`src/design/irq_pkg.sv`:
```
package irq_pkg;

  // Register byte addresses on the AXI4-Lite bus (printed offsets are not all multiples of four)
  localparam logic [7:0] idx_irq_enable_flag_primary = 8'h0B;
  localparam logic [7:0] idx_adc_irq_control         = 8'h1E;
  localparam logic [7:0] idx_sequencer_status        = 8'h20;
  localparam logic [9:0] addr_irq_enable_flag_primary = {idx_irq_enable_flag_primary, 2'b00};
  localparam logic [9:0] addr_adc_irq_control         = {idx_adc_irq_control, 2'b00};
  localparam logic [9:0] addr_sequencer_status        = {idx_sequencer_status, 2'b00};

  // Primary control register fields
  localparam int bit_global_irq_enable     = 0;
  localparam int bit_ext_irq_enable        = 1;
  localparam int bit_timer0_irq_enable     = 2;
  localparam int bit_timer1_irq_enable     = 3;
  localparam int bit_ext_irq_flag          = 4;
  localparam int bit_timer0_request_flag   = 5;
  localparam int bit_timer1_request_flag   = 6;
  localparam int bit_test_reserved         = 7;
  // Secondary control register fields
  localparam int bit_adc_irq_enable        = 0;
  localparam int bit_adc_request_flag      = 4;

  localparam logic [7:0] primary_reset   = 8'h00;
  localparam logic [7:0] secondary_reset = 8'h00;
  localparam logic [7:0] secondary_mask  = 8'h11;

  // Vector addresses
  localparam logic [10:0] vector_ext    = 11'h004;
  localparam logic [10:0] vector_timer0 = 11'h008;
  localparam logic [10:0] vector_timer1 = 11'h00C;
  localparam logic [10:0] vector_adc    = 11'h010;

  localparam logic [2:0] stack_depth = 3'h4;

  localparam logic [1:0] axi_okay   = 2'b00;
  localparam logic [1:0] axi_slverr = 2'b10;

  // Build-time edge option for the external pin
  typedef enum logic [1:0]
  {
    edge_falling = 2'b00,
    edge_rising  = 2'b01,
    edge_both    = 2'b10
  } edge_mode_e;

  typedef enum logic [1:0]
  {
    seq_idle    = 2'b00,
    seq_ack     = 2'b01
  } seq_state_e;

  // Event inputs from the peripherals
  typedef struct packed
  {
    logic ext_pin;
    logic timer0_overflow;
    logic timer1_overflow;
    logic adc_done;
  } irq_sources_s;

  // Core sequencer handshake
  typedef struct packed
  {
    logic phase_two_pulse;
    logic return_from_irq;
    logic plain_return;
    logic low_power;
    logic [2:0] stack_pointer;
  } core_status_s;

  typedef struct packed
  {
    logic        vector_call;
    logic [10:0] vector_addr;
    logic        push_pc_only;
    logic        wake;
  } core_request_s;

endpackage

```
`src/design/four_source_vectored_irq.sv`:
```
// What this block does
// - Primary register bits 0-6: global, ext, timer0, timer1 enables; ext, timer0, timer1 flags.
// - Secondary register: ADC enable bit 0, ADC flag bit 4, other bits read zero.
// - With global enable clear, requests only set flags and are not acknowledged.
// - With the return stack full, no enabled request is acknowledged.
// - Every one of the four sources can wake the device from low power.
// - On acknowledge only the program counter is pushed, then the vector is called.
// - External flag set on a pin edge; falling, rising or both by build option.
// - External acknowledge calls 04H, clears external flag and global enable.
// - Timer 0 overflow sets flag; acknowledge calls 08H, clears flag and global enable.
// - Timer 1 as timer 0, flag in primary bit 6, vector 0CH.
// - ADC done sets flag; acknowledge calls 10H, clears flag and global enable.
// - In service, further acknowledges wait for return-from-interrupt or re-enable with stack room.
// - Return-from-interrupt sets global enable; plain return leaves it alone.
// - Requests between two phase-two pulses are taken on the later pulse.
// - Fixed priority: external, timer 0, timer 1, ADC.
// - A request flag stays set until serviced or cleared by software.
// - Wake from idle or halt on interrupt, port A fall, watchdog or timer overflow.
//
// The AXI4-Lite slave port is this design's own decision.
`timescale 1ns/1ps

module four_source_vectored_irq
#(
  parameter irq_pkg::edge_mode_e edge_mode = irq_pkg::edge_falling
)
(
  input  wire logic                   aclk,
  input  wire logic                   aresetn,
  input  wire logic [9:0]             s_axi_awaddr,
  input  wire logic                   s_axi_awvalid,
  output logic                        s_axi_awready,
  input  wire logic [31:0]            s_axi_wdata,
  input  wire logic [3:0]             s_axi_wstrb,
  input  wire logic                   s_axi_wvalid,
  output logic                        s_axi_wready,
  output logic [1:0]                  s_axi_bresp,
  output logic                        s_axi_bvalid,
  input  wire logic                   s_axi_bready,
  input  wire logic [9:0]             s_axi_araddr,
  input  wire logic                   s_axi_arvalid,
  output logic                        s_axi_arready,
  output logic [31:0]                 s_axi_rdata,
  output logic [1:0]                  s_axi_rresp,
  output logic                        s_axi_rvalid,
  input  wire logic                   s_axi_rready,
  input  wire irq_pkg::irq_sources_s  sources,
  input  wire irq_pkg::core_status_s  core,
  input  wire logic                   port_a_fall,
  input  wire logic                   watchdog_overflow,
  output irq_pkg::core_request_s      request
);

  logic [7:0] primary;
  logic [7:0] secondary;
  logic       ext_pin_prev;
  logic       have_aw;
  logic       have_w;
  logic [9:0] aw_addr;
  logic [31:0] w_data;
  logic [3:0] w_strb;

  // Four-entry request vector in priority order: ext, timer0, timer1, adc
  logic [3:0] flags;
  logic [3:0] enables;
  logic [3:0] pending;
  logic [3:0] grant;
  logic       stack_room;
  logic       take;
  logic       ext_edge;
  logic       wr_fire;
  logic       wr_primary;
  logic       wr_secondary;

  function automatic logic [3:0] pick_first(input logic [3:0] req);
    logic [3:0] g;
    g = 4'h0;
    if (req[0])
      g = 4'h1;
    else if (req[1])
      g = 4'h2;
    else if (req[2])
      g = 4'h4;
    else if (req[3])
      g = 4'h8;
    return g;
  endfunction

  function automatic logic [7:0] merge_byte(input logic [7:0] old, input logic [31:0] d, input logic [3:0] s);
    return s[0] ? d[7:0] : old;
  endfunction

  assign flags = {secondary[irq_pkg::bit_adc_request_flag],
                  primary[irq_pkg::bit_timer1_request_flag],
                  primary[irq_pkg::bit_timer0_request_flag],
                  primary[irq_pkg::bit_ext_irq_flag]};
  assign enables = {secondary[irq_pkg::bit_adc_irq_enable],
                    primary[irq_pkg::bit_timer1_irq_enable],
                    primary[irq_pkg::bit_timer0_irq_enable],
                    primary[irq_pkg::bit_ext_irq_enable]};
  assign stack_room = core.stack_pointer < irq_pkg::stack_depth;
  assign pending = flags & enables;
  // Global enable gates every acknowledge, so one routine cannot be re-entered unasked
  assign take = core.phase_two_pulse && primary[irq_pkg::bit_global_irq_enable]
                && stack_room && (pending != 4'h0);
  assign grant = take ? pick_first(pending) : 4'h0;

  always_comb
  begin
    case (edge_mode)
      irq_pkg::edge_falling: ext_edge = ext_pin_prev && !sources.ext_pin;
      irq_pkg::edge_rising:  ext_edge = !ext_pin_prev && sources.ext_pin;
      irq_pkg::edge_both:    ext_edge = ext_pin_prev != sources.ext_pin;
      default:               ext_edge = 1'b0;
    endcase
  end

  assign wr_fire = have_aw && have_w && !s_axi_bvalid;
  assign wr_primary = wr_fire && aw_addr == irq_pkg::addr_irq_enable_flag_primary && w_strb[0];
  assign wr_secondary = wr_fire && aw_addr == irq_pkg::addr_adc_irq_control && w_strb[0];

  always_ff @(posedge aclk)
  begin
    if (!aresetn)
      ext_pin_prev <= 1'b1;
    else
      ext_pin_prev <= sources.ext_pin;
  end

  // Hardware set wins over both software clear and acknowledge clear
  always_ff @(posedge aclk)
  begin
    if (!aresetn)
      primary <= irq_pkg::primary_reset;
    else
    begin
      if (wr_primary)
        primary <= merge_byte(primary, w_data, w_strb);
      if (grant != 4'h0)
        primary[irq_pkg::bit_global_irq_enable] <= 1'b0;
      else if (core.return_from_irq)
        primary[irq_pkg::bit_global_irq_enable] <= 1'b1;
      if (grant[0])
        primary[irq_pkg::bit_ext_irq_flag] <= 1'b0;
      if (grant[1])
        primary[irq_pkg::bit_timer0_request_flag] <= 1'b0;
      if (grant[2])
        primary[irq_pkg::bit_timer1_request_flag] <= 1'b0;
      if (ext_edge)
        primary[irq_pkg::bit_ext_irq_flag] <= 1'b1;
      if (sources.timer0_overflow)
        primary[irq_pkg::bit_timer0_request_flag] <= 1'b1;
      if (sources.timer1_overflow)
        primary[irq_pkg::bit_timer1_request_flag] <= 1'b1;
    end
  end

  always_ff @(posedge aclk)
  begin
    if (!aresetn)
      secondary <= irq_pkg::secondary_reset;
    else
    begin
      if (wr_secondary)
        secondary <= merge_byte(secondary, w_data, w_strb) & irq_pkg::secondary_mask;
      if (grant[3])
        secondary[irq_pkg::bit_adc_request_flag] <= 1'b0;
      if (sources.adc_done)
        secondary[irq_pkg::bit_adc_request_flag] <= 1'b1;
    end
  end

  // Core call request: the core pushes only the program counter.
  // One process owns the whole request struct, so no field has a second driver.
  always_ff @(posedge aclk)
  begin
    if (!aresetn)
    begin
      request.vector_call  <= 1'b0;
      request.vector_addr  <= 11'h000;
      request.push_pc_only <= 1'b0;
      request.wake         <= 1'b0;
    end
    else
    begin
      request.vector_call  <= grant != 4'h0;
      request.push_pc_only <= grant != 4'h0;
      case (grant)
        4'h1:    request.vector_addr <= irq_pkg::vector_ext;
        4'h2:    request.vector_addr <= irq_pkg::vector_timer0;
        4'h4:    request.vector_addr <= irq_pkg::vector_timer1;
        4'h8:    request.vector_addr <= irq_pkg::vector_adc;
        default: request.vector_addr <= request.vector_addr;
      endcase
      // Wake stays high while an enabled flag is pending; a lone source event, port A fall or watchdog pulse raises it for one cycle only
      request.wake <= core.low_power && (ext_edge || sources.timer0_overflow || sources.timer1_overflow
                      || sources.adc_done || pending != 4'h0 || port_a_fall || watchdog_overflow);
    end
  end

  // AXI4-Lite write path: address and data accepted in either order
  always_ff @(posedge aclk)
  begin
    if (!aresetn)
    begin
      have_aw       <= 1'b0;
      have_w        <= 1'b0;
      aw_addr       <= 10'h000;
      w_data        <= 32'h0000_0000;
      w_strb        <= 4'h0;
      s_axi_awready <= 1'b0;
      s_axi_wready  <= 1'b0;
      s_axi_bvalid  <= 1'b0;
      s_axi_bresp   <= irq_pkg::axi_okay;
    end
    else
    begin
      s_axi_awready <= !have_aw && !s_axi_awready && s_axi_awvalid;
      s_axi_wready  <= !have_w && !s_axi_wready && s_axi_wvalid;
      if (s_axi_awvalid && s_axi_awready)
      begin
        have_aw <= 1'b1;
        aw_addr <= s_axi_awaddr;
      end
      if (s_axi_wvalid && s_axi_wready)
      begin
        have_w <= 1'b1;
        w_data <= s_axi_wdata;
        w_strb <= s_axi_wstrb;
      end
      if (wr_fire)
      begin
        have_aw      <= 1'b0;
        have_w       <= 1'b0;
        s_axi_bvalid <= 1'b1;
        s_axi_bresp  <= (aw_addr == irq_pkg::addr_irq_enable_flag_primary
                         || aw_addr == irq_pkg::addr_adc_irq_control) ? irq_pkg::axi_okay : irq_pkg::axi_slverr;
      end
      else if (s_axi_bvalid && s_axi_bready)
        s_axi_bvalid <= 1'b0;
    end
  end

  // AXI4-Lite read path
  always_ff @(posedge aclk)
  begin
    if (!aresetn)
    begin
      s_axi_arready <= 1'b0;
      s_axi_rvalid  <= 1'b0;
      s_axi_rdata   <= 32'h0000_0000;
      s_axi_rresp   <= irq_pkg::axi_okay;
    end
    else
    begin
      s_axi_arready <= !s_axi_arready && !s_axi_rvalid && s_axi_arvalid;
      if (s_axi_arvalid && s_axi_arready)
      begin
        s_axi_rvalid <= 1'b1;
        s_axi_rresp  <= irq_pkg::axi_okay;
        case (s_axi_araddr)
          irq_pkg::addr_irq_enable_flag_primary: s_axi_rdata <= {24'h00_0000, primary};
          irq_pkg::addr_adc_irq_control:         s_axi_rdata <= {24'h00_0000, secondary};
          irq_pkg::addr_sequencer_status:        s_axi_rdata <= {27'h000_0000, stack_room, pending};
          default:
          begin
            s_axi_rdata <= 32'h0000_0000;
            s_axi_rresp <= irq_pkg::axi_slverr;
          end
        endcase
      end
      else if (s_axi_rvalid && s_axi_rready)
        s_axi_rvalid <= 1'b0;
    end
  end

endmodule

```
`config.mk`:
```
export PLATFORM = sky130hd
export DESIGN_NAME = four_source_vectored_irq
export DESIGN_NICKNAME = d
export VERILOG_FILES = /design/src/design/irq_pkg.sv /design/src/design/four_source_vectored_irq.sv
export SDC_FILE = /design/constraint.sdc
export NUM_CORES = 1
export LEC_CHECK = 0
export BUFFER_PORTS_ARGS = -buffer_cell sky130_fd_sc_hd__buf_2
export CAP_MARGIN = 20
export CORE_MARGIN = 2
export CORE_UTILIZATION = 28
export CTS_BUF_LIST = sky130_fd_sc_hd__clkbuf_8
export DETAILED_ROUTE_END_ITERATION = 16
export HOLD_SLACK_MARGIN = 0.12
export PLACE_DENSITY = 0.57
export SLEW_MARGIN = 20
export SYNTH_ARGS = -nofsm -noshare
export SYNTH_HDL_FRONTEND = slang
export SYNTH_SLANG_ARGS = --single-unit
```
`constraint.sdc`:
```
create_clock -name aclk -period 2.43 [get_ports aclk]
set_input_delay 0.486 -clock aclk [delete_from_list [all_inputs] [get_ports aclk]]
set_output_delay 0.486 -clock aclk [all_outputs]
set_load 0.1 [all_outputs]
```
==> impl_metrics.ini <==
[place]
place_inst = 452
routabilityCongestion = 0.7885
hpwl_um = 4302
placed_area_sq_um = 2834
portBuffers = 66
pre_cts_slack_ps = 752.6

[synthesis]
ys_warn_count = 0
synth_cell_type_count = 44
syn_inst = 286
ys_ff_latch = 52
syn_avg_cell_area_sq_um = 8.793
syn_area_sq_um = 2515
seq_area_frac_synth_pct = 41.39

[timing]
fin_tns_setup_ps = 0
period_share_pct = 67.80
finalClockSkew_ps = 11.35
setup_viol = 0
drv_slew = 0
layout_setup_ws_ps = 782.4
timing.final.hold_violations = 0
rsz0062_at_grt = no
fmax_mhz = 606.9
period_needed_ps = 1648

[route]
routed_wl_um = 5531
via_per_inst = 4.440
drt-initial-drc-count = 95
drc = 0
antenna_left = 0
drt_pass1_iterations = 4
wl_per_cell_um = 12.00
num_vias = 2047

[cells_and_area]
final_cell_count_no_fill = 461
fin_area_sq_um = 2955
final_common_cell = buf_2
layout_common_cells = buf_2 (66), nand2_1 (57), dfxtp_1 (52)
filler_cell_count = 912
drive_gt1_share_pct = 24.43
final_nets = 427
syn2layout_area_growth_pct = 17.51

[power_and_ir_drop]
p_per_area_nw_per_um2 = 651.8
p_leak_nw = 1.318
switching_share_pct = 34.61
p_int_w = 0.001260
combPwrFrac_pct = 20.7
switchingPower_w = 0.0006666
clockPowerShare_pct = 32.7
peakVddDrop_mv = 0.2309
seqPwrFrac_pct = 46.7

[worst_setup_path]
start_kind = flop
critPathMaxStageDelay_ps = 450
critPathKind = flop to primary output
cp_cell_sequence = buf_2
crit_path_top_delay_cell = buf_2
worstPathArrival_ps = 1160
r2r_slack_ps = 830
critPathTopFamily = buffers and inverters
cp.required_ps = 1940
crit_path_max_fanout = 5
critPathCaptureType = primary output
worst-path-buf-inv = 1

[grt]
antenna_found_initial = 1
grt_use_total_pct = 11.47
grt_pass1_wl_um = 8976
grt_pass1_vias = 1927
grt_max_degree = 22
grt-ovfl-total = 0

[die]
core-area_sq_um = 8721
start_util_pct = 28.84
ioPinCount = 131
fp.dieArea_sq_um = 9756
die_x_um = 98.77
die_y_um = 98.77
rows = 34

[run_status]
outcome = complete, no violations

[clocking]
cts-hold-fix-buffers = 0
clock_latency_ps = 310
cts_tree = yes
cts_buffers = 5
cts_resized = 0
cts-root-buf = clkbuf_8
cts_max_level = 2
clk_pin_slew_ps = 110
cts_max_path_buffers = 2
clkSinkCount = 52
post_cts_buffers = 0

[flow_run]
drv_cap = 0

[worst_hold_path]
hold_path.class = input pin to flop
==> area by class of cell <==
cell class / count / area [sq um] / share of cell area [%]
multi-input combinational: 219 / 1286 / 43.52
sequential: 52 / 1041 / 35.22
timing repair buffer: 70 / 360.3 / 12.19
tap: 108 / 135.1 / 4.572
clock buffer: 5 / 68.82 / 2.329
clock inverter: 3 / 50.05 / 1.693
inverter: 3 / 11.26 / 0.3810
antenna: 1 / 2.502 / 0.08467
==> final timing paths <==
kind	endpoint	cells past startpoint	startpoint
worst max-delay path	s_axi_bvalid	1	s_axi_bvalid
worst min-delay path	ext_pin_prev	2	sources[3]
worst max register to register	primary[0]	4	s_axi_bvalid
worst min register to register	s_axi_arready	1	s_axi_rvalid
==> cells by family after synthesis <==
| kind of cell | share of synthesized area (%) |
|---|---|
| other | 0.1491 |
| and+or+nand+nor | 24.48 |
| buffers and inverters | 12.39 |
| DFF | 41.39 |
| muxes | 4.179 |
| AOI/OAI and AO/OA | 17.41 |
==> synthesized netlist by cell type, drive strengths merged <==
master / count / area share [%]
and4b: 1 / 0.55
a21oi: 8 / 1.6
buf: 35 / 10
nand3: 5 / 0.99
clkbuf: 10 / 1.5
a21o: 2 / 0.60
mux2: 1 / 0.60
nor3b: 3 / 1.1
o31ai: 2 / 0.60
and3b: 3 / 1.0
nand2b: 4 / 0.99
nor2: 5 / 0.75
o22ai: 1 / 0.25
o211a: 3 / 1.2
nor2b: 10 / 2.5
a21boi: 22 / 6.6
and4bb: 1 / 0.50
o221ai: 1 / 0.35
nand2: 57 / 8.5
a32oi: 4 / 1.4
dfxtp: 52 / 41
a222oi: 1 / 0.40
o2111ai: 1 / 0.35
a31o: 1 / 0.35
o221a: 1 / 0.45
conb: 1 / 0.15
o21ai: 6 / 1.2
nor4: 1 / 0.25
a22oi: 2 / 0.60
inv: 3 / 0.45
nor3: 5 / 1.4
and3: 1 / 0.25
o21a: 4 / 1.2
mux2i: 9 / 3.6
or3b: 1 / 0.35
nand4: 5 / 1.8
nand3b: 2 / 0.60
nor4b: 1 / 0.35
a41oi: 1 / 0.35
and2: 10 / 2.5
==> per-stage QoR <==
stage	hold slack [ps]	power (W)	util, %
2_1_floorplan	438.9	0.001291	-
6_report	380.2	0.001926	33.89
3_5_place_dp	441.3	0.001317	32.50
4_1_cts	367.7	0.001950	33.86
5_1_grt	368.4	0.002012	33.86
3_3_place_gp	435.1	0.001313	32.50
==> power by group through the flow <==
stage	sequential (W)	combinational (W)	clock, W
finish	0.000899	0.000398	0.000629
global route	0.000903	0.000420	0.000689
CTS	0.000899	0.000399	0.000653
detailed placement	0.000918	0.000398	0
global placement	0.000918	0.000395	0
floorplan	0.000954	0.000337	0
==> state kept, by name, summed over array words and instances (netlist names) <==
name / count
aw_addr: 10
primary: 8
s_axi_rdata: 8
w_data: 8
request: 5
secondary: 2
ext_pin_prev: 1
have_aw: 1
have_w: 1
s_axi_arready: 1
s_axi_awready: 1
s_axi_bresp: 1
s_axi_bvalid: 1
s_axi_rresp: 1
s_axi_rvalid: 1
s_axi_wready: 1
w_strb: 1
==> routing by layer <==
metal / vias to the layer above / share of wire [%] / global-route usage [%]
met5: - / 0 / 0
met4: 0 / 0.76 / 3.899
met3: 2 / 6.3 / 3.262
met2: 64 / 44 / 17.36
met1: 928 / 49 / 15.68
li1: 1053 / - / -
Power figures use the tool's default switching activity.
